`config.mk`:
```
export PLATFORM = sky130hd
export DESIGN_NAME = plt_load_transfer_unit
export DESIGN_NICKNAME = d
export VERILOG_FILES = /design/src/hdl/plt_pkg.sv /design/src/hdl/plt_area_if.sv /design/src/hdl/plt_area_decode.sv /design/src/hdl/plt_bcd_convert.sv /design/src/hdl/plt_load_transfer_unit.sv
export SDC_FILE = /design/constraint.sdc
export NUM_CORES = 1
export LEC_CHECK = 0
export BUFFER_PORTS_ARGS = -buffer_cell sky130_fd_sc_hd__buf_2
export CAP_MARGIN = 40
export CELL_PAD_IN_SITES_DETAIL_PLACEMENT = 1
export CELL_PAD_IN_SITES_GLOBAL_PLACEMENT = 1
export CORE_MARGIN = 3
export CORE_UTILIZATION = 35
export CTS_CLUSTER_DIAMETER = 150
export DETAILED_ROUTE_END_ITERATION = 7
export GPL_ROUTABILITY_DRIVEN = 0
export PLACE_DENSITY = 0.8
export SLEW_MARGIN = 10
export SYNTH_ARGS = -nofsm -noshare
export SYNTH_HDL_FRONTEND = slang
export SYNTH_SLANG_ARGS = --single-unit
```
`constraint.sdc`:
```
create_clock -name clk -period 7.4 [get_ports clk]
set_input_delay 0.37 -clock clk [delete_from_list [all_inputs] [get_ports clk]]
set_output_delay 0.37 -clock clk [all_outputs]
set_load 0.02 [all_outputs]
```
`src/hdl/plt_pkg.sv`:
```
// Purpose: shared constants and types for the load/transfer execution unit
// Assumes: word-addressed 16-bit memory space, 32-bit accumulators
// Notes: register numbers, area limits and fill values live here only
package plt_pkg;

  localparam int ADDR_W = 16;
  localparam int WORD_W = 16;
  localparam int ACC_W = 32;
  localparam int PARAM_W = 8;
  localparam int REGNUM_W = 4;

  // instruction codes presented on the command port
  typedef enum logic [3:0] {
    OP_FORMAL_LOAD = 4'h0,
    OP_BCD_COUNT_LOAD = 4'h1,
    OP_PATTERN_FETCH = 4'h2,
    OP_FLOAT_FETCH = 4'h3,
    OP_FORMAL_STORE = 4'h4,
    OP_IF_LOAD = 4'h5,
    OP_SYS_LOAD = 4'h6,
    OP_IF_STORE = 4'h7,
    OP_SYS_STORE = 4'h8,
    OP_IREG_FETCH = 4'h9,
    OP_IREG_STORE = 4'hA,
    OP_BYTE_COPY = 4'hB,
    OP_WORD_COPY = 4'hC,
    OP_STACK_PUSH = 4'hD
  } plt_op_t;

  typedef enum logic [1:0] {SZ_BYTE = 2'h0, SZ_WORD = 2'h1, SZ_DWORD = 2'h2} plt_size_t;
  typedef enum logic [1:0] {SP_MAIN = 2'h0, SP_INTERFACE = 2'h1, SP_SYSTEM = 2'h2} plt_space_t;
  typedef enum logic [2:0] {
    AR_USER = 3'h0, AR_CPU16 = 3'h1, AR_CPU8 = 3'h2, AR_IO8 = 3'h3, AR_NONE = 3'h4
  } plt_area_t;
  typedef enum logic [3:0] {
    ST_IDLE = 4'b0001, ST_READ = 4'b0010, ST_WRITE = 4'b0100, ST_FINISH = 4'b1000
  } plt_state_t;

  // indirect register numbers
  localparam logic [3:0] REG_ACCU1_HIGH = 4'h0;
  localparam logic [3:0] REG_ACCU1_LOW = 4'h1;
  localparam logic [3:0] REG_ACCU2_HIGH = 4'h2;
  localparam logic [3:0] REG_ACCU2_LOW = 4'h3;
  localparam logic [3:0] REG_BLOCK_STACK = 4'h5;
  localparam logic [3:0] REG_DATA_BLOCK = 4'h6;
  localparam logic [3:0] REG_ACCU3_HIGH = 4'h9;
  localparam logic [3:0] REG_ACCU3_LOW = 4'hA;
  localparam logic [3:0] REG_ACCU4_HIGH = 4'hB;
  localparam logic [3:0] REG_ACCU4_LOW = 4'hC;
  localparam logic [3:0] REG_STEP_PTR = 4'hF;
  // one bit per register number, clear where no register exists (4,7,8,13,14)
  localparam logic [15:0] REG_PRESENT_MASK = 16'h9E6F;

  // memory area limits
  localparam logic [15:0] USER_END_LARGE = 16'h7FFF;
  localparam logic [15:0] USER_END_SMALL = 16'h3FFF;
  localparam logic [15:0] CPU16_START = 16'hAC00;
  localparam logic [15:0] CPU16_END = 16'hEDFF;
  localparam logic [15:0] CPU8_START = 16'hEE00;
  localparam logic [15:0] CPU8_END = 16'hEFFF;
  localparam logic [15:0] IO8_START = 16'hF000;

  localparam logic [7:0] BYTE_FILL = 8'hFF;
  localparam logic [7:0] BYTE_ZERO = 8'h00;
  localparam logic [15:0] WORD_ZERO = 16'h0000;
  localparam logic [31:0] ACC_RESET = 32'h0000_0000;
  localparam logic [15:0] REG16_RESET = 16'h0000;
  localparam logic [15:0] ADDR_STEP = 16'h0001;
  localparam logic [7:0] COUNT_STEP = 8'h01;
  localparam logic [7:0] COUNT_ZERO = 8'h00;
  // timer/counter word: binary value low, time base field above it
  localparam int CNT_VALUE_W = 10;
  localparam int CNT_BASE_LSB = 12;
  localparam int CNT_BASE_W = 2;
  localparam int BCD_W = 12;

endpackage

```
`src/hdl/plt_area_if.sv`:
```
// Purpose: carries an address to the area decoder and its classification back
// Assumes: one decoder per client
// Notes: purely combinational path
`timescale 1ns/100ps
interface plt_area_if;
  import plt_pkg::*;
  logic [ADDR_W-1:0] addr;
  plt_area_t area;
  logic byteWide;
  modport client(output addr, input area, input byteWide);
  modport decoder(input addr, output area, output byteWide);
endinterface // plt_area_if

```
`src/hdl/plt_area_decode.sv`:
```
// Purpose: classify a word address into its memory area
// Assumes: SMALL_USER selects the reduced user memory size
// Notes: addresses in the gaps classify as no area
`timescale 1ns/100ps
module plt_area_decode
  import plt_pkg::*;
#(
  parameter bit SMALL_USER = 1'b0
) (
  plt_area_if.decoder port
);

  logic [ADDR_W-1:0] userEnd;
  assign userEnd = SMALL_USER ? USER_END_SMALL : USER_END_LARGE;

  // area limits; 8-bit areas start at the first cpu8 word
  always_comb begin
    if (port.addr <= userEnd) begin
      port.area = AR_USER;
    end else if (port.addr >= CPU16_START && port.addr <= CPU16_END) begin
      port.area = AR_CPU16;
    end else if (port.addr >= CPU8_START && port.addr <= CPU8_END) begin
      port.area = AR_CPU8;
    end else if (port.addr >= IO8_START) begin
      port.area = AR_IO8;
    end else begin
      port.area = AR_NONE;
    end
  end

  // everything from the cpu8 start upward is byte-wide memory
  assign port.byteWide = (port.addr >= CPU8_START);

endmodule // plt_area_decode

```
`src/hdl/plt_bcd_convert.sv`:
```
// Purpose: binary to three-digit bcd for timer and counter values
// Assumes: input value at most 999
// Notes: shift-and-add-three, fully combinational
`timescale 1ns/100ps
module plt_bcd_convert
  import plt_pkg::*;
(
  input logic [CNT_VALUE_W-1:0] bin,
  output logic [BCD_W-1:0] bcd
);

  // one shift per input bit, each digit corrected before the shift
  always_comb begin
    logic [BCD_W-1:0] acc;
    acc = '0;
    for (int i = CNT_VALUE_W - 1; i >= 0; i--) begin
      for (int d = 0; d < BCD_W / 4; d++) begin
        if (acc[d*4 +: 4] > 4'h4) begin
          acc[d*4 +: 4] = acc[d*4 +: 4] + 4'h3;
        end
      end
      acc = {acc[BCD_W-2:0], bin[i]};
    end
    bcd = acc;
  end

endmodule // plt_bcd_convert

```
`src/hdl/plt_load_transfer_unit.sv`:
```
// Purpose: executes load, transfer, indirect register, block copy and stack push
// Assumes: one memory port, same clock as the unit, request held until ack
// Notes: accumulators and internal registers are held here
// Notes on behaviour
// - formal load puts input, output, timer or counter value into accumulator 1
// - coded load puts timer or counter value into accumulator 1 as bcd
// - pattern fetch copies constant bit pattern unchanged into accumulator 1
// - float constant bit pattern is also loaded unchanged into accumulator 1
// - formal store writes accumulator 1 to byte, word or doubleword operand
// - load one interface or system area word, index 0 to 255, into accumulator 1
// - store accumulator 1 into interface or system area word, index 0 to 255
// - indirect fetch fills register 0 to 15 from memory word addressed by accumulator 1
// - indirect store writes register 0 to 15 to memory word addressed by accumulator 1
// - every indirectly reachable register is 16 bits wide
// - register numbers map onto accumulator halves, block stack pointer, data block base and step pointer
// - register numbers 4, 7, 8, 13, 14 make the instruction a no operation
// - indirect store into 8-bit memory writes only the low byte
// - indirect fetch from 8-bit memory sets register high byte to all ones
// - block copies move 0 to 255 bytes or words, source accu 2, destination accu 1
// - accumulators 2 and 1 hold the source and destination end addresses
// - memory areas are user, 16-bit cpu, 8-bit cpu and 8-bit io
// - stack push copies accumulator 3 into accumulator 4
`timescale 1ns/100ps
module plt_load_transfer_unit
  import plt_pkg::*;
#(
  parameter bit SMALL_USER = 1'b0
) (
  input logic clk,
  input logic reset_n,
  input logic cmdValid,
  input plt_op_t cmdOp,
  input plt_size_t cmdSize,
  input logic [PARAM_W-1:0] cmdParam,
  input logic [ADDR_W-1:0] cmdAddr,
  input logic [ACC_W-1:0] cmdOperand,
  output logic cmdReady,
  output logic cmdDone,
  output logic memReq,
  output logic memWrite,
  output logic memByte,
  output plt_space_t memSpace,
  output logic [ADDR_W-1:0] memAddr,
  output logic [WORD_W-1:0] memWdata,
  input logic [WORD_W-1:0] memRdata,
  input logic memAck,
  output logic [ACC_W-1:0] accu1,
  output logic [ACC_W-1:0] accu2,
  output logic [ACC_W-1:0] accu3,
  output logic [ACC_W-1:0] accu4,
  output logic [WORD_W-1:0] stepPointer,
  output logic [WORD_W-1:0] blockStackPtr,
  output logic [WORD_W-1:0] dataBlockBase
);

  plt_state_t state;
  plt_op_t op;
  plt_size_t opSize;
  logic [REGNUM_W-1:0] opReg;
  logic secondWord;
  logic [PARAM_W-1:0] count;
  logic [ADDR_W-1:0] srcAddr;
  logic [ADDR_W-1:0] dstAddr;
  logic [WORD_W-1:0] hiHold;
  logic [BCD_W-1:0] bcdValue;
  logic [WORD_W-1:0] regValue;
  logic regPresent;
  logic cmdStart;
  logic readFinal;
  logic isCopy;
  logic [WORD_W-1:0] fetchedWord;

  plt_area_if accuArea ();

  // indirect accesses classify the address held in accumulator 1
  assign accuArea.addr = accu1[WORD_W-1:0];

  plt_area_decode #(
    .SMALL_USER(SMALL_USER)
  ) u_area (
    .port(accuArea.decoder)
  );

  plt_bcd_convert u_bcd (
    .bin(memRdata[CNT_VALUE_W-1:0]),
    .bcd(bcdValue)
  );

  assign cmdStart = (state == ST_IDLE) && cmdValid && cmdReady;
  assign isCopy = (op == OP_BYTE_COPY) || (op == OP_WORD_COPY);
  // last read of an instruction that ends in a register update
  assign readFinal = (state == ST_READ) && memAck && !isCopy
                     && !(op == OP_FORMAL_LOAD && opSize == SZ_DWORD && !secondWord);
  assign regPresent = REG_PRESENT_MASK[cmdParam[REGNUM_W-1:0]];
  assign fetchedWord = memByte ? {BYTE_FILL, memRdata[7:0]} : memRdata;

  // 16-bit view of every register reachable by number
  always_comb begin
    unique case (cmdParam[REGNUM_W-1:0])
      REG_ACCU1_HIGH: regValue = accu1[ACC_W-1:WORD_W];
      REG_ACCU1_LOW: regValue = accu1[WORD_W-1:0];
      REG_ACCU2_HIGH: regValue = accu2[ACC_W-1:WORD_W];
      REG_ACCU2_LOW: regValue = accu2[WORD_W-1:0];
      REG_BLOCK_STACK: regValue = blockStackPtr;
      REG_DATA_BLOCK: regValue = dataBlockBase;
      REG_ACCU3_HIGH: regValue = accu3[ACC_W-1:WORD_W];
      REG_ACCU3_LOW: regValue = accu3[WORD_W-1:0];
      REG_ACCU4_HIGH: regValue = accu4[ACC_W-1:WORD_W];
      REG_ACCU4_LOW: regValue = accu4[WORD_W-1:0];
      REG_STEP_PTR: regValue = stepPointer;
      default: regValue = WORD_ZERO; // absent numbers never reach memory
    endcase
  end

  // sequencer: command acceptance, memory requests and completion
  always_ff @(posedge clk) begin
    if (!reset_n) begin
      state <= ST_IDLE;
      op <= OP_FORMAL_LOAD;
      opSize <= SZ_WORD;
      opReg <= '0;
      secondWord <= 1'b0;
      count <= COUNT_ZERO;
      srcAddr <= REG16_RESET;
      dstAddr <= REG16_RESET;
      hiHold <= REG16_RESET;
      cmdReady <= 1'b0;
      cmdDone <= 1'b0;
      memReq <= 1'b0;
      memWrite <= 1'b0;
      memByte <= 1'b0;
      memSpace <= SP_MAIN;
      memAddr <= REG16_RESET;
      memWdata <= WORD_ZERO;
    end else begin
      unique case (state)
        ST_IDLE: begin
          cmdDone <= 1'b0;
          cmdReady <= 1'b1;
          if (cmdStart) begin
            op <= cmdOp;
            opSize <= cmdSize;
            opReg <= cmdParam[REGNUM_W-1:0];
            secondWord <= 1'b0;
            cmdReady <= 1'b0;
            memSpace <= SP_MAIN;
            memByte <= 1'b0;
            case (cmdOp)
              OP_FORMAL_LOAD, OP_BCD_COUNT_LOAD: begin
                memReq <= 1'b1;
                memWrite <= 1'b0;
                memAddr <= cmdAddr;
                state <= ST_READ;
              end
              OP_FORMAL_STORE: begin
                memReq <= 1'b1;
                memWrite <= 1'b1;
                memAddr <= cmdAddr;
                memByte <= (cmdSize == SZ_BYTE);
                // doubleword goes high word first, then low word
                if (cmdSize == SZ_DWORD) begin
                  memWdata <= accu1[ACC_W-1:WORD_W];
                end else if (cmdSize == SZ_BYTE) begin
                  memWdata <= {BYTE_ZERO, accu1[7:0]};
                end else begin
                  memWdata <= accu1[WORD_W-1:0];
                end
                state <= ST_WRITE;
              end
              OP_IF_LOAD, OP_SYS_LOAD, OP_IF_STORE, OP_SYS_STORE: begin
                memReq <= 1'b1;
                memSpace <= (cmdOp == OP_IF_LOAD || cmdOp == OP_IF_STORE)
                            ? SP_INTERFACE : SP_SYSTEM;
                memAddr <= {BYTE_ZERO, cmdParam};
                memWrite <= (cmdOp == OP_IF_STORE || cmdOp == OP_SYS_STORE);
                memWdata <= accu1[WORD_W-1:0];
                state <= (cmdOp == OP_IF_STORE || cmdOp == OP_SYS_STORE)
                         ? ST_WRITE : ST_READ;
              end
              OP_IREG_FETCH, OP_IREG_STORE: begin
                if (regPresent) begin
                  memReq <= 1'b1;
                  memAddr <= accu1[WORD_W-1:0];
                  memByte <= accuArea.byteWide;
                  memWrite <= (cmdOp == OP_IREG_STORE);
                  // byte-wide memory only takes the low byte
                  memWdata <= accuArea.byteWide ? {BYTE_ZERO, regValue[7:0]} : regValue;
                  state <= (cmdOp == OP_IREG_STORE) ? ST_WRITE : ST_READ;
                end else begin
                  state <= ST_FINISH; // no operation
                end
              end
              OP_BYTE_COPY, OP_WORD_COPY: begin
                // end addresses come from the accumulators
                srcAddr <= accu2[WORD_W-1:0];
                dstAddr <= accu1[WORD_W-1:0];
                count <= cmdParam;
                memByte <= (cmdOp == OP_BYTE_COPY);
                memWrite <= 1'b0;
                memAddr <= accu2[WORD_W-1:0];
                if (cmdParam == COUNT_ZERO) begin
                  state <= ST_FINISH; // zero length moves nothing
                end else begin
                  memReq <= 1'b1;
                  state <= ST_READ;
                end
              end
              default: state <= ST_FINISH; // register-only instructions
            endcase
          end
        end
        ST_READ: begin
          if (memAck) begin
            if (op == OP_FORMAL_LOAD && opSize == SZ_DWORD && !secondWord) begin
              hiHold <= memRdata;
              secondWord <= 1'b1;
              memAddr <= memAddr + ADDR_STEP;
            end else if (isCopy) begin
              memWrite <= 1'b1;
              memAddr <= dstAddr;
              memWdata <= memByte ? {BYTE_ZERO, memRdata[7:0]} : memRdata;
              state <= ST_WRITE;
            end else begin
              memReq <= 1'b0;
              state <= ST_FINISH;
            end
          end
        end
        ST_WRITE: begin
          if (memAck) begin
            if (op == OP_FORMAL_STORE && opSize == SZ_DWORD && !secondWord) begin
              secondWord <= 1'b1;
              memAddr <= memAddr + ADDR_STEP;
              memWdata <= accu1[WORD_W-1:0];
            end else if (isCopy && count != COUNT_STEP) begin
              // walk both areas downward one element at a time
              count <= count - COUNT_STEP;
              srcAddr <= srcAddr - ADDR_STEP;
              dstAddr <= dstAddr - ADDR_STEP;
              memAddr <= srcAddr - ADDR_STEP;
              memWrite <= 1'b0;
              state <= ST_READ;
            end else begin
              if (isCopy) begin
                count <= COUNT_ZERO;
              end
              memReq <= 1'b0;
              memWrite <= 1'b0;
              state <= ST_FINISH;
            end
          end
        end
        ST_FINISH: begin
          cmdDone <= 1'b1;
          state <= ST_IDLE;
        end
        default: state <= ST_IDLE;
      endcase
    end
  end

  // accumulators and internal 16-bit registers; loads push accu 1 into accu 2
  always_ff @(posedge clk) begin
    if (!reset_n) begin
      accu1 <= ACC_RESET;
      accu2 <= ACC_RESET;
      accu3 <= ACC_RESET;
      accu4 <= ACC_RESET;
      stepPointer <= REG16_RESET;
      blockStackPtr <= REG16_RESET;
      dataBlockBase <= REG16_RESET;
    end else if (cmdStart) begin
      if (cmdOp == OP_PATTERN_FETCH || cmdOp == OP_FLOAT_FETCH) begin
        accu2 <= accu1;
        accu1 <= cmdOperand; // raw pattern, no conversion
      end else if (cmdOp == OP_STACK_PUSH) begin
        accu4 <= accu3;
        accu3 <= accu2;
      end
    end else if (readFinal) begin
      case (op)
        OP_FORMAL_LOAD: begin
          accu2 <= accu1;
          if (opSize == SZ_DWORD) begin
            accu1 <= {hiHold, memRdata};
          end else if (opSize == SZ_BYTE) begin
            accu1 <= {WORD_ZERO, BYTE_ZERO, memRdata[7:0]};
          end else begin
            accu1 <= {WORD_ZERO, memRdata};
          end
        end
        OP_BCD_COUNT_LOAD: begin
          accu2 <= accu1;
          // time base kept beside the bcd value
          accu1 <= {WORD_ZERO, 2'b00, memRdata[CNT_BASE_LSB +: CNT_BASE_W], bcdValue};
        end
        OP_IF_LOAD, OP_SYS_LOAD: begin
          accu2 <= accu1;
          accu1 <= {WORD_ZERO, memRdata};
        end
        OP_IREG_FETCH: begin
          case (opReg)
            REG_ACCU1_HIGH: accu1[ACC_W-1:WORD_W] <= fetchedWord;
            REG_ACCU1_LOW: accu1[WORD_W-1:0] <= fetchedWord;
            REG_ACCU2_HIGH: accu2[ACC_W-1:WORD_W] <= fetchedWord;
            REG_ACCU2_LOW: accu2[WORD_W-1:0] <= fetchedWord;
            REG_BLOCK_STACK: blockStackPtr <= fetchedWord;
            REG_DATA_BLOCK: dataBlockBase <= fetchedWord;
            REG_ACCU3_HIGH: accu3[ACC_W-1:WORD_W] <= fetchedWord;
            REG_ACCU3_LOW: accu3[WORD_W-1:0] <= fetchedWord;
            REG_ACCU4_HIGH: accu4[ACC_W-1:WORD_W] <= fetchedWord;
            REG_ACCU4_LOW: accu4[WORD_W-1:0] <= fetchedWord;
            REG_STEP_PTR: stepPointer <= fetchedWord;
            default: ;
          endcase
        end
        default: ;
      endcase
    end
  end
endmodule // plt_load_transfer_unit

```
## Word-level counts from Yosys, hierarchy flattened

Memory sizes are Yosys's and may differ from the RTL's.
Cells that the tools add are included.

| word-level totals | value |
|---|---|
| register bits | 286 |
| ROM bits | 16 |
| input port bits | 82 |
| memories | 1 |

| cells by class | value |
|---|---|
| add/sub/neg operators | 16 |
| $lt $le $gt $ge | 14 |
| equality and inequality tests | 75 |
| mux-type cells | 129 |
| bitwise gates (word level) | 1 |
| reduce and logical (&&, ||, !) cells | 65 |

Memories:

| memory | depth | width | rd ports | clocked after memory_dff | write ports | line | source |
|---|---|---|---|---|---|---|---|
| (name not given) | 16 | 1 | 1 | 0 | 0 | plt_load_transfer_unit.sv:94 | `assign regPresent = REG_PRESENT_MASK[cmdParam[REGNUM_W-1:0]];` |

Operators with widths:

| cell | count |
|---|---|
| 16-bit two-way mux | 38 |
| 32-bit two-way mux | 17 |
| 16-bit one-hot mux with 11 select lines | 1 |
| 16-bit one-hot mux with 3 select lines | 3 |
| 32-bit one-hot mux with 4 select lines | 1 |
| 4-bit == test, second input constant | 20 |
| 4-bit two-way mux | 20 |
| 16-bit one-hot mux with 2 select lines | 2 |
| 16-bit one-hot mux with 4 select lines | 1 |
| 32-bit one-hot mux with 2 select lines | 1 |
| 4-bit by 3-bit == test with 1-bit output, second input constant | 12 |
| 8-bit two-way mux | 6 |
| 4-bit by 2-bit adder with 4-bit output, second input constant | 9 |
| 4-bit by 3-bit greater-than comparator with 1-bit output, second input constant | 9 |
| 16-bit by 1-bit subtractor with 16-bit output, second input constant | 2 |
| 4-bit by 2-bit == test with 1-bit output, second input constant | 7 |
| 4-bit AND reduction | 7 |
| 5-bit AND reduction | 5 |
| 1-bit two-way mux | 24 |
| 2-bit inequality test, second input constant | 11 |
| 4-bit by 1-bit == test with 1-bit output, second input constant | 5 |
| 4-bit one-hot mux with 5 select lines | 1 |
| 6-bit AND reduction | 3 |
| 9-bit AND reduction | 2 |
| other kinds (40) | 93 |

## Longest topological paths before layout

Gate-level depths: netlist of run 1.

| logic depth | value |
|---|---|
| depth after elaboration | 17 |
| depth in mapped cells | 29 |

## Cells and area by module

A second synthesis of run 1 with hierarchy kept.

| second synthesis, totals | value |
|---|---|
| cells, all modules | 2,365 |
| area, all modules | 18,202.5 sq um |

Modules (own cells, without submodules):

| module | times used | cells each | area each (sq um) | seq. area each (sq um) |
|---|---|---|---|---|
| plt_load_transfer_unit | 1 | 2,102 | 16,427.0 | 5,725.5 |
| plt_bcd_convert | 1 | 254 | 1,699.1 | 0.0 |
| plt_area_decode | 1 | 9 | 76.3 | 0.0 |

## Worst setup path before layout of run 1

No wires, ideal clock.

| timing | value |
|---|---|
| path kind | input to register |
| from | in memRdata[7] |
| to | reg accu1[5] |
| setup time | 70 ps |
| arrival | 5,446 ps |
| slack | 1,884 ps |
| stages on the path | 26 |
| path buffers | 3 |
| path through | buf_6 > inv_1 > ha_1 > inv_1 > ha_1 > nor2b_1 > or4_4 > a31oi_4 > o21ai_0 > and2_1 > nand2_1 > ha_1 > xnor3_1 > a311o_1 > o211ai_1 > clkbuf_1 > nand2_1 > nand3_1 > nand2_1 > ha_1 > buf_2 > maj3_1 > o221ai_1 > xor2_1 > a211o_1 > a21oi_1 |

| between the ends | value |
|---|---|
| cells in the longest elaborated chain, start to end | 17 |
| elaborated cells between the ends (all ways) | 33 |

RTL lines:

| what | line | source |
|---|---|---|
| start: declaration | plt_load_transfer_unit.sv:45 | `input logic [WORD_W-1:0] memRdata,` |
| 3-bit by 2-bit adder with 4-bit output / 3-bit greater-than comparator (equally long branches) | plt_bcd_convert.sv:19, plt_bcd_convert.sv:18 |  |
| 4-bit two-way mux (*) | plt_bcd_convert.sv:18 | `if (acc[d*4 +: 4] > 4'h4) begin` |
| 4-bit by 2-bit adder with 4-bit output / 4-bit by 3-bit greater-than comparator with 1-bit output (equally long branches) | plt_bcd_convert.sv:19, plt_bcd_convert.sv:18 |  |
| 4-bit two-way mux | plt_bcd_convert.sv:18 |  |
| 4-bit by 2-bit adder with 4-bit output / 4-bit by 3-bit greater-than comparator with 1-bit output (equally long branches) | plt_bcd_convert.sv:19, plt_bcd_convert.sv:18 |  |
| 4-bit two-way mux | plt_bcd_convert.sv:18 |  |
| 4-bit by 3-bit greater-than comparator with 1-bit output, or another cell as far along | plt_bcd_convert.sv:18 |  |
| 4-bit two-way mux | plt_bcd_convert.sv:18 |  |
| 4-bit by 2-bit adder with 4-bit output / 4-bit by 3-bit greater-than comparator with 1-bit output (equally long branches) | plt_bcd_convert.sv:19, plt_bcd_convert.sv:18 |  |
| 4-bit two-way mux | plt_bcd_convert.sv:18 |  |
| 4-bit by 2-bit adder with 4-bit output / 4-bit by 3-bit greater-than comparator with 1-bit output (equally long branches) | plt_bcd_convert.sv:19, plt_bcd_convert.sv:18 |  |
| 4-bit two-way mux | plt_bcd_convert.sv:18 |  |
| 4-bit by 2-bit adder with 4-bit output / 4-bit by 3-bit greater-than comparator with 1-bit output (equally long branches) | plt_bcd_convert.sv:19, plt_bcd_convert.sv:18 |  |
| 4-bit two-way mux (*) | plt_bcd_convert.sv:18 |  |
| 32-bit one-hot mux with 4 select lines (*) | plt_load_transfer_unit.sv:281 | `case (op)` |
| 32-bit two-way mux (*) | plt_load_transfer_unit.sv:280 | `end else if (readFinal) begin` |
| 32-bit two-way mux (*) | plt_load_transfer_unit.sv:272 | `end else if (cmdStart) begin` |
| end signal: assignment | plt_load_transfer_unit.sv:275 | `accu1 <= cmdOperand;` |
| end signal: assignment | plt_load_transfer_unit.sv:285 | `accu1 <= {hiHold, memRdata};` |
| end signal: assignment | plt_load_transfer_unit.sv:287 | `accu1 <= {WORD_ZERO, BYTE_ZERO, memRdata[7:0]};` |
| end: declaration | plt_load_transfer_unit.sv:47 | `output logic [ACC_W-1:0] accu1,` |

Every way passes the cells marked *; elsewhere a longest branch is shown, timed or not. The select of a mux whose other input is x is not followed.
A chain may end at the register's enable or synchronous reset.

## Worst setup path in the final report of run 1

Same ends and word-level chain as after synthesis.

==> results.md, run 1 <==
- Antenna violations before repair: 3
- Hold Path Depth: 3
- FMAX: around 160 MHz
- CP peak stage delay: 0.80 ns
- Sequential Power Share: 0.359
- Vias in the first global route: 20193
- Post-CTS sizing: 0
- Final Max Slew Viols: 0
- Core area: between 40000 and 50000 um2
- End of the worst register-to-register path: memAddr[0]
- Post-synthesis simple-gate area fraction: 0.230
- Die outline area: 51200 um2
- GRT Total Usage: 0.321
- Synth Area in Compound Gates: 0.323
- CP max FO: 13
- Top-count cell post-synth: nand2_1
- Nets: about 2600
- CP Cell Sequence: buf_2 > inv_1 > ha_1 > inv_1 > ha_1 > xor2_2 > o2111ai_1 > o21a_1 > or3_1 > and2_1 > nand2_1 > ha_1 > xnor3_1 > nand4_1 > o211ai_1 > nand2_1 > nand3_1 > nand2_1 > ha_1 > maj3_1 > o221ai_1 > xor2_1 > a211o_1 > a21oi_1
- Yosys warnings: 0
- Setup repair after global routing missed its margin: no
- Critical Path AT: ~6.7 ns
- DRT Wirelength: between 80000 and 90000 um
- Register area share after synthesis: 0.337
- Peak supply drop: 0.268 mV
- NetSw: about 1.9 mW
- Die Height: 226 um
- Fillcell total: approximately 5900
- Routed len/inst: 27.4 um
- Max-Cap Viols: 0
- Outcome: finished with violations
- Routed Antenna Nets: 0
- CTS tree: built
- Fin worst setup slack: approximately 1.2 ns
- Dpl hpwl: ~61000 um
- Leading area contributor after synthesis: dfxtp_1
- Ports: 297
- Critical Path RT: between 7 and 8 ns
- Reg2reg start: state[3]
- Crit path to: accu1[5]
- Endpoints failing setup: 0
- Worst Max-Slew Pin Slew: ~1 ns
- TritonCTS Buffers: 35
- Failing checks: design-rule violations
- DRT Pass-1 Iters: 8
- Hold Fails Final Rpt: 0
- Slowest-stage cell, CP: o211ai_1
- Asr flop ratio synth: 0
- Top cells by area in the synthesized netlist: dfxtp_1, a21oi_1, nand2_1
- Place WS: slightly below 0.7 ns
- Routed vias/inst: about 6.6
- WL met1: 32800 um
- Layout cells sized above 1: 0.181
- R2R depth: 11
- Root Driver: clkbuf_16
- EDFF count, synth: 0
- Critical path class: input pin to register
- Library cells used by synthesis: 90
- Cell family with most CP delay: compound AO/OA/AOI/OAI gates
- Setup TNS: 0 ns
- WL met3: a little over 9000 um
- Slew margin rel.: 0.345
- Worst hold path class: input pin to register
- Most frequent CP cell: ha_1
- P&R area growth vs syn: 18.8%
- Worst Setup Start Kind: input pin
- Post-synthesis xor/xnor area fraction: 0.0198
- Top-area cell type share of the netlist area: 0.337
- CP endpoint kind: register
- Largest net degree at the start of global routing: 140
- Synthesized instance count: about 2300
- CTS Buffer Depth: 3
- Overflow after GRT: 0
- Worst-path clk slew: about 0.060 ns
- Internal power: 3.12 mW
- Critical Path Source: memRdata[7]
- Port Buffers: 296
- Main combinational cell family by area after synthesis: compound AO/OA/AOI/OAI gates
- Mapped cell area: around 17000 um2
- Fin cells: 3112
- Multi-input logic area: 10400 um2
- Sw Share: 0.380
- Post-CTS Setup Inserts: 0
- Placed Cells incl. Taps: a little over 3000
- Syn_nets: approximately 2400
- Critical Path Stages: 24
- Max layer used: met5
- Commonest register cell after synthesis: dfxtp_1
- Reg-to-reg slack, setup: ~3.6 ns
- Min Clock Period, post-route: between 6 and 7 ns
- Worst-Skew Late Latency: between 0.5 and 0.6 ns
- Logic pwr share: 0.300
- H-tree Lvls: 2
- Initial DRC Count: 2766
- Buf/Inv on CP: 3
- Initial Utilization: 0.355
- #FFs+latches synth: between 200 and 300
- CTS sink count: around 290
- Mean Syn Cell Area: ~7.5 um2
- First-pass GRT wire length: ~130000 um
- Met2 WL: 37200 um
- FF/Latch Area: approximately 5700 um2
- Hold_buf cts: 0
- Vias: around 21000
- Commonest cells in the netlist: nand2_1, dfxtp_1, nor2_1, a21oi_1, clkbuf_1
- Clk pwr share: 0.341
- Fin crit share: 0.839
- Number of remaining DRC errors: 4
- Post-Synth Adder-Cell Area: 0.0190
- Pleak: roughly 7.4 nW
- Setup Skew: about 0.024 ns
- Std cell rows: 80
- Pwr dens: ~250 nW/um2
- Post-synthesis mux area share: 0.0163
- Width of the chip: between 200 and 250 um
==> tightest hold or removal path, stage by stage <==
cell,delay [ns]
buf_2,0.10
nand3_1,0.06
a31oi_1,0.07
==> power groups by stage <==
stage / clock (mW) / combinational, mW / sequential, mW
2_1_floorplan: 0 / 0.897 / 1.87
3_5_place_dp: 0 / 1.46 / 1.83
5_1_grt: 1.78 / 1.63 / 1.82
3_3_place_gp: 0 / 1.38 / 1.82
4_1_cts: 1.72 / 1.48 / 1.80
6_report: 1.71 / 1.51 / 1.81
==> worst min path at each step <==
stage | slack (ns) | start | to
5_1_grt | 0.1 | cmdOperand[6] | accu1[6]
3_3_place_gp | 0.44 | hiHold[13] | hiHold[13]
3_5_place_dp | 0.45 | hiHold[6] | hiHold[6]
2_1_floorplan | 0.44 | hiHold[0] | hiHold[0]
6_report | 0.1 | cmdOperand[6] | accu1[6]
4_1_cts | 0.09 | cmdOperand[6] | accu1[6]
==> per-layer routing <==
layer / global-route usage / up-vias
li1: - / 8843
met1: 0.405 / 10015
met2: 0.492 / 1332
met3: 0.0725 / 352
met4: 0.210 / 2
met5: 0 / -
==> sequential cells by signal, summed over array words and instances, names as in the netlist, 16 cells and up <==
register	cells
srcAddr	16
accu2	32
dstAddr	16
accu4	32
blockStackPtr	16
stepPointer	16
hiHold	16
dataBlockBase	16
accu1	32
memAddr	16
accu3	32
memWdata	16
==> metrics by stage <==
| stage | hold slack (ns) | util | total power, mW | area (um2) |
|---|---|---|---|---|
| after floorplan | 0.436 | - | 2.77 | 17000 |
| after global placement | 0.442 | 0.394 | 3.20 | 18800 |
| after detailed placement | 0.447 | 0.398 | 3.29 | 19000 |
| after CTS | 0.0851 | 0.421 | 5.00 | 20100 |
| after global routing | 0.0992 | 0.422 | 5.23 | 20200 |
| final | 0.0983 | 0.422 | 5.03 | 20200 |
==> final cells by class <==
type,instances,area share
inverters,38,0.00744
clock buffers,51,0.0509
flip-flops and latches,286,0.284
multi-input cells,1756,0.516
well taps,615,0.0381
diodes,5,0.000620
repair buffers,355,0.0999
clock inverters,6,0.00366
==> logic make-up after synthesis <==
kind of cell    after synthesis
compound gates              800
xor+xnor                     36
fa+ha+maj                    26
buf+inv                     236
flops                       286
mux                          27
simple gates                867
==> layout by cell type, fill, tap and decap left out, drive strengths merged, types with 23 or more instances in the layout <==
master / count
nand3: 31
mux2i: 25
o21ai: 92
a222oi: 29
ha: 25
buf: 354
nand2: 291
nor3: 111
nor2: 279
dfxtp: 286
a31oi: 26
clkbuf: 52
xnor2: 23
a22o: 24
a22oi: 39
a211oi: 99
o211ai: 78
a21oi: 237
inv: 39
a221oi: 60
(Power assumes the default switching activity.)
==> inputs of run 2 (changes only) <==
==> constraint.sdc (replaced) <==
create_clock -name clk -period 6.21 [get_ports clk]
set_input_delay 0.3105 -clock clk [delete_from_list [all_inputs] [get_ports clk]]
set_output_delay 0.3105 -clock clk [all_outputs]
set_load 0.02 [all_outputs]
==> results.md, run 2 (same netlist as run 1, synthesis figures left out) <==
- Worst hold path class: input pin to register (unchanged)
- TritonCTS Buffers: 36 (was 35)
- Worst-path clk slew: 0.06 ns (about the same)
- Die Height: 226 um (unchanged)
- Initial Utilization: 0.355 (unchanged)
- Ports: 297 (unchanged)
- P&R area growth vs syn: 20.1% (was 18.8%)
- Layout cells sized above 1: 0.186 (was 0.181)
- Antenna violations before repair: 2 (was 3)
- Fin cells: 3123 (was 3112)
- Std cell rows: 80 (unchanged)
- Post-CTS sizing: 0 (unchanged)
- Worst Max-Slew Pin Slew: 1.00 ns (was 0.982 ns)
- Met2 usage: 0.487 (was 0.492)
- CP peak stage delay: 0.52 ns (was 0.80 ns)
- Grt met1 use: 0.408 (was 0.405)
- Met3 usage: 0.0621 (was 0.0725)
- CTS tree: built (unchanged)
- Critical Path RT: 6.71 ns (was 7.88 ns)
- Pwr dens: 302 nW/um2 (was 249 nW/um2)
- Final Max Slew Viols: 0 (unchanged)
- Hold Fails Final Rpt: 0 (unchanged)
- Min Clock Period, post-route: just under 6 ns
- DRT Pass-1 Iters: 8 (unchanged)
- Critical Path AT: 6.28 ns (was 6.68 ns)
- CP Cell Sequence: buf_2 > inv_1 > ha_1 > inv_1 > ha_1 > xor2_2 > o2111ai_1 > o21ai_1 > nor4b_1 > o21a_1 > nor3_2 > nor2_1 > o31ai_1 > ha_1 > inv_1 > nor4_1 > mux2i_1 > o32ai_1 > xnor2_1 > ha_1 > o21ai_1 > a2111oi_0 > o31a_1 (was buf_2 > inv_1 > ha_1 > inv_1 > ha_1 > xor2_2 > o2111ai_1 > o21a_1 > or3_1 > and2_1 > nand2_1 > ha_1 > xnor3_1 > nand4_1 > o211ai_1 > nand2_1 > nand3_1 > nand2_1 > ha_1 > maj3_1 > o221ai_1 > xor2_1 > a211o_1 > a21oi_1)
- Routed vias/inst: 6.56 (was 6.60)
- Tot Pwr: 6.16 mW (was 5.03 mW)
- Setup repair after global routing missed its margin: no (unchanged)
- First-pass GRT wire length: 125000 um (was 126000 um)
- Setup TNS: 0 ns (unchanged)
- Setup Skew: 0.0270 ns (was 0.0239 ns)
- CP max FO: 13 (unchanged)
- Outcome: finished with violations (unchanged)
- Vias in the first global route: 20044 (was 20193)
- Most frequent cells in the layout: buf_2, nand2_1, dfxtp_1, nor2_1, a21oi_1 (unchanged)
- Routed Antenna Nets: 0 (unchanged)
- Critical path class: input pin to register (unchanged)
- Routed len/inst: 27.2 um (was 27.4 um)
- Pleak: 7.54 nW (was 7.41 nW)
- Placed Cells incl. Taps: 3053 (was 3047)
- Width of the chip: 226 um (unchanged)
- Post-CTS Setup Inserts: 0 (unchanged)
- CTS sink count: 286 (unchanged)
- DRT Wirelength: 84800 um (was 85400 um)
- Core area: 47800 um2 (unchanged)
- Number of remaining DRC errors: 1 (was 4)
- Initial DRC Count: 2762 (was 2766)
- CP endpoint kind: register (unchanged)
- Fin crit share: 0.932
- Peak supply drop: 0.197 mV (was 0.268 mV)
- Nets: 2585 (was 2579)
- Root Driver: clkbuf_16 (unchanged)
- FMAX: around 170 MHz
- Failing checks: design-rule violations (unchanged)
- Max-Cap Viols: 0 (unchanged)
- Slowest-stage cell, CP: xor2_2 (was o211ai_1)
- GRT Total Usage: 0.316 (was 0.321)
- Worst Setup Start Kind: input pin (unchanged)
- Hold_buf cts: 0 (unchanged)
- Worst-Skew Late Latency: 0.56 ns (about the same)
- Vias: 20487 (was 20544)
- Most common cell after layout, fill and taps aside: buf_2 (unchanged)
- Dpl hpwl: 61200 um (was 61100 um)
- CTS Buffer Depth: 3 (unchanged)
- H-tree Lvls: 2 (unchanged)
- Endpoints failing setup: 0 (unchanged)
- Port Buffers: 296 (unchanged)
- Overflow after GRT: 0 (unchanged)
- Fillcell total: 5967 (was 5922)
- Most frequent CP cell: ha_1 (unchanged)
- Die outline area: 51200 um2 (unchanged)
- Slew margin rel.: 0.331 (was 0.345)
- GRT busiest layer: met2 (unchanged)
- Hold slack: 0.0483 ns (was 0.0983 ns)
- Largest net degree at the start of global routing: 152 (was 140)
-- run 2: worst paths after layout --
check                                     from    endpoint  slack (ns)  cells after the start
worst max-delay path               memRdata[7]    accu1[1]        0.42                     23
worst min-delay path            cmdOperand[15]   accu1[15]        0.05                      3
worst max register to register        state[3]  memAddr[3]        2.29                     12
worst min register to register      hiHold[12]  hiHold[12]        0.46                      2
-- run 2: worst max-delay path: cells and delay by family --
family / cells / cell delay [ns]
xor+xnor: 2 / 0.76
mux: 1 / 0.16
buf+inv: 4 / 0.67
fa+ha+maj: 4 / 1.14
compound gates: 8 / 2.08
simple gates: 4 / 1.15
-- run 2: power by group --
part	internal, mW	total [mW]	switching, mW
sequential	1.97	2.15	0.182
combinational	0.576	1.81	1.23
clock	1.30	2.21	0.906
-- run 2: through the flow --
step / setup slack (ns) / utilization / cell area, um2
after floorplan: 0.753 / - / 17000
after global placement: 0.451 / 0.394 / 18900
after detailed placement: 0.0448 / 0.400 / 19100
after CTS: 0.588 / 0.426 / 20400
after global routing: 0.0328 / 0.426 / 20400
final: 0.422 / 0.426 / 20400
-- run 2: cell type report --
type                       instances  area, um2  area share
inverter                          38        150     0.00736
tap                              615        769      0.0377
timing repair buffer             360       2120       0.104
sequential                       286       5730       0.281
antenna                            4       10.0    0.000491
clock inverter                    13        174     0.00853
multi-input combinational       1756      10400       0.510
clock buffer                      51       1040      0.0508
-- run 2: metal layers --
| metal | vias up | wire length [um] |
|---|---|---|
| met5 | - | 0 |
| met4 | 0 | 5810 |
| met3 | 341 | 8990 |
| met2 | 1352 | 37400 |
| met1 | 9907 | 32700 |
| li1 | 8887 | - |
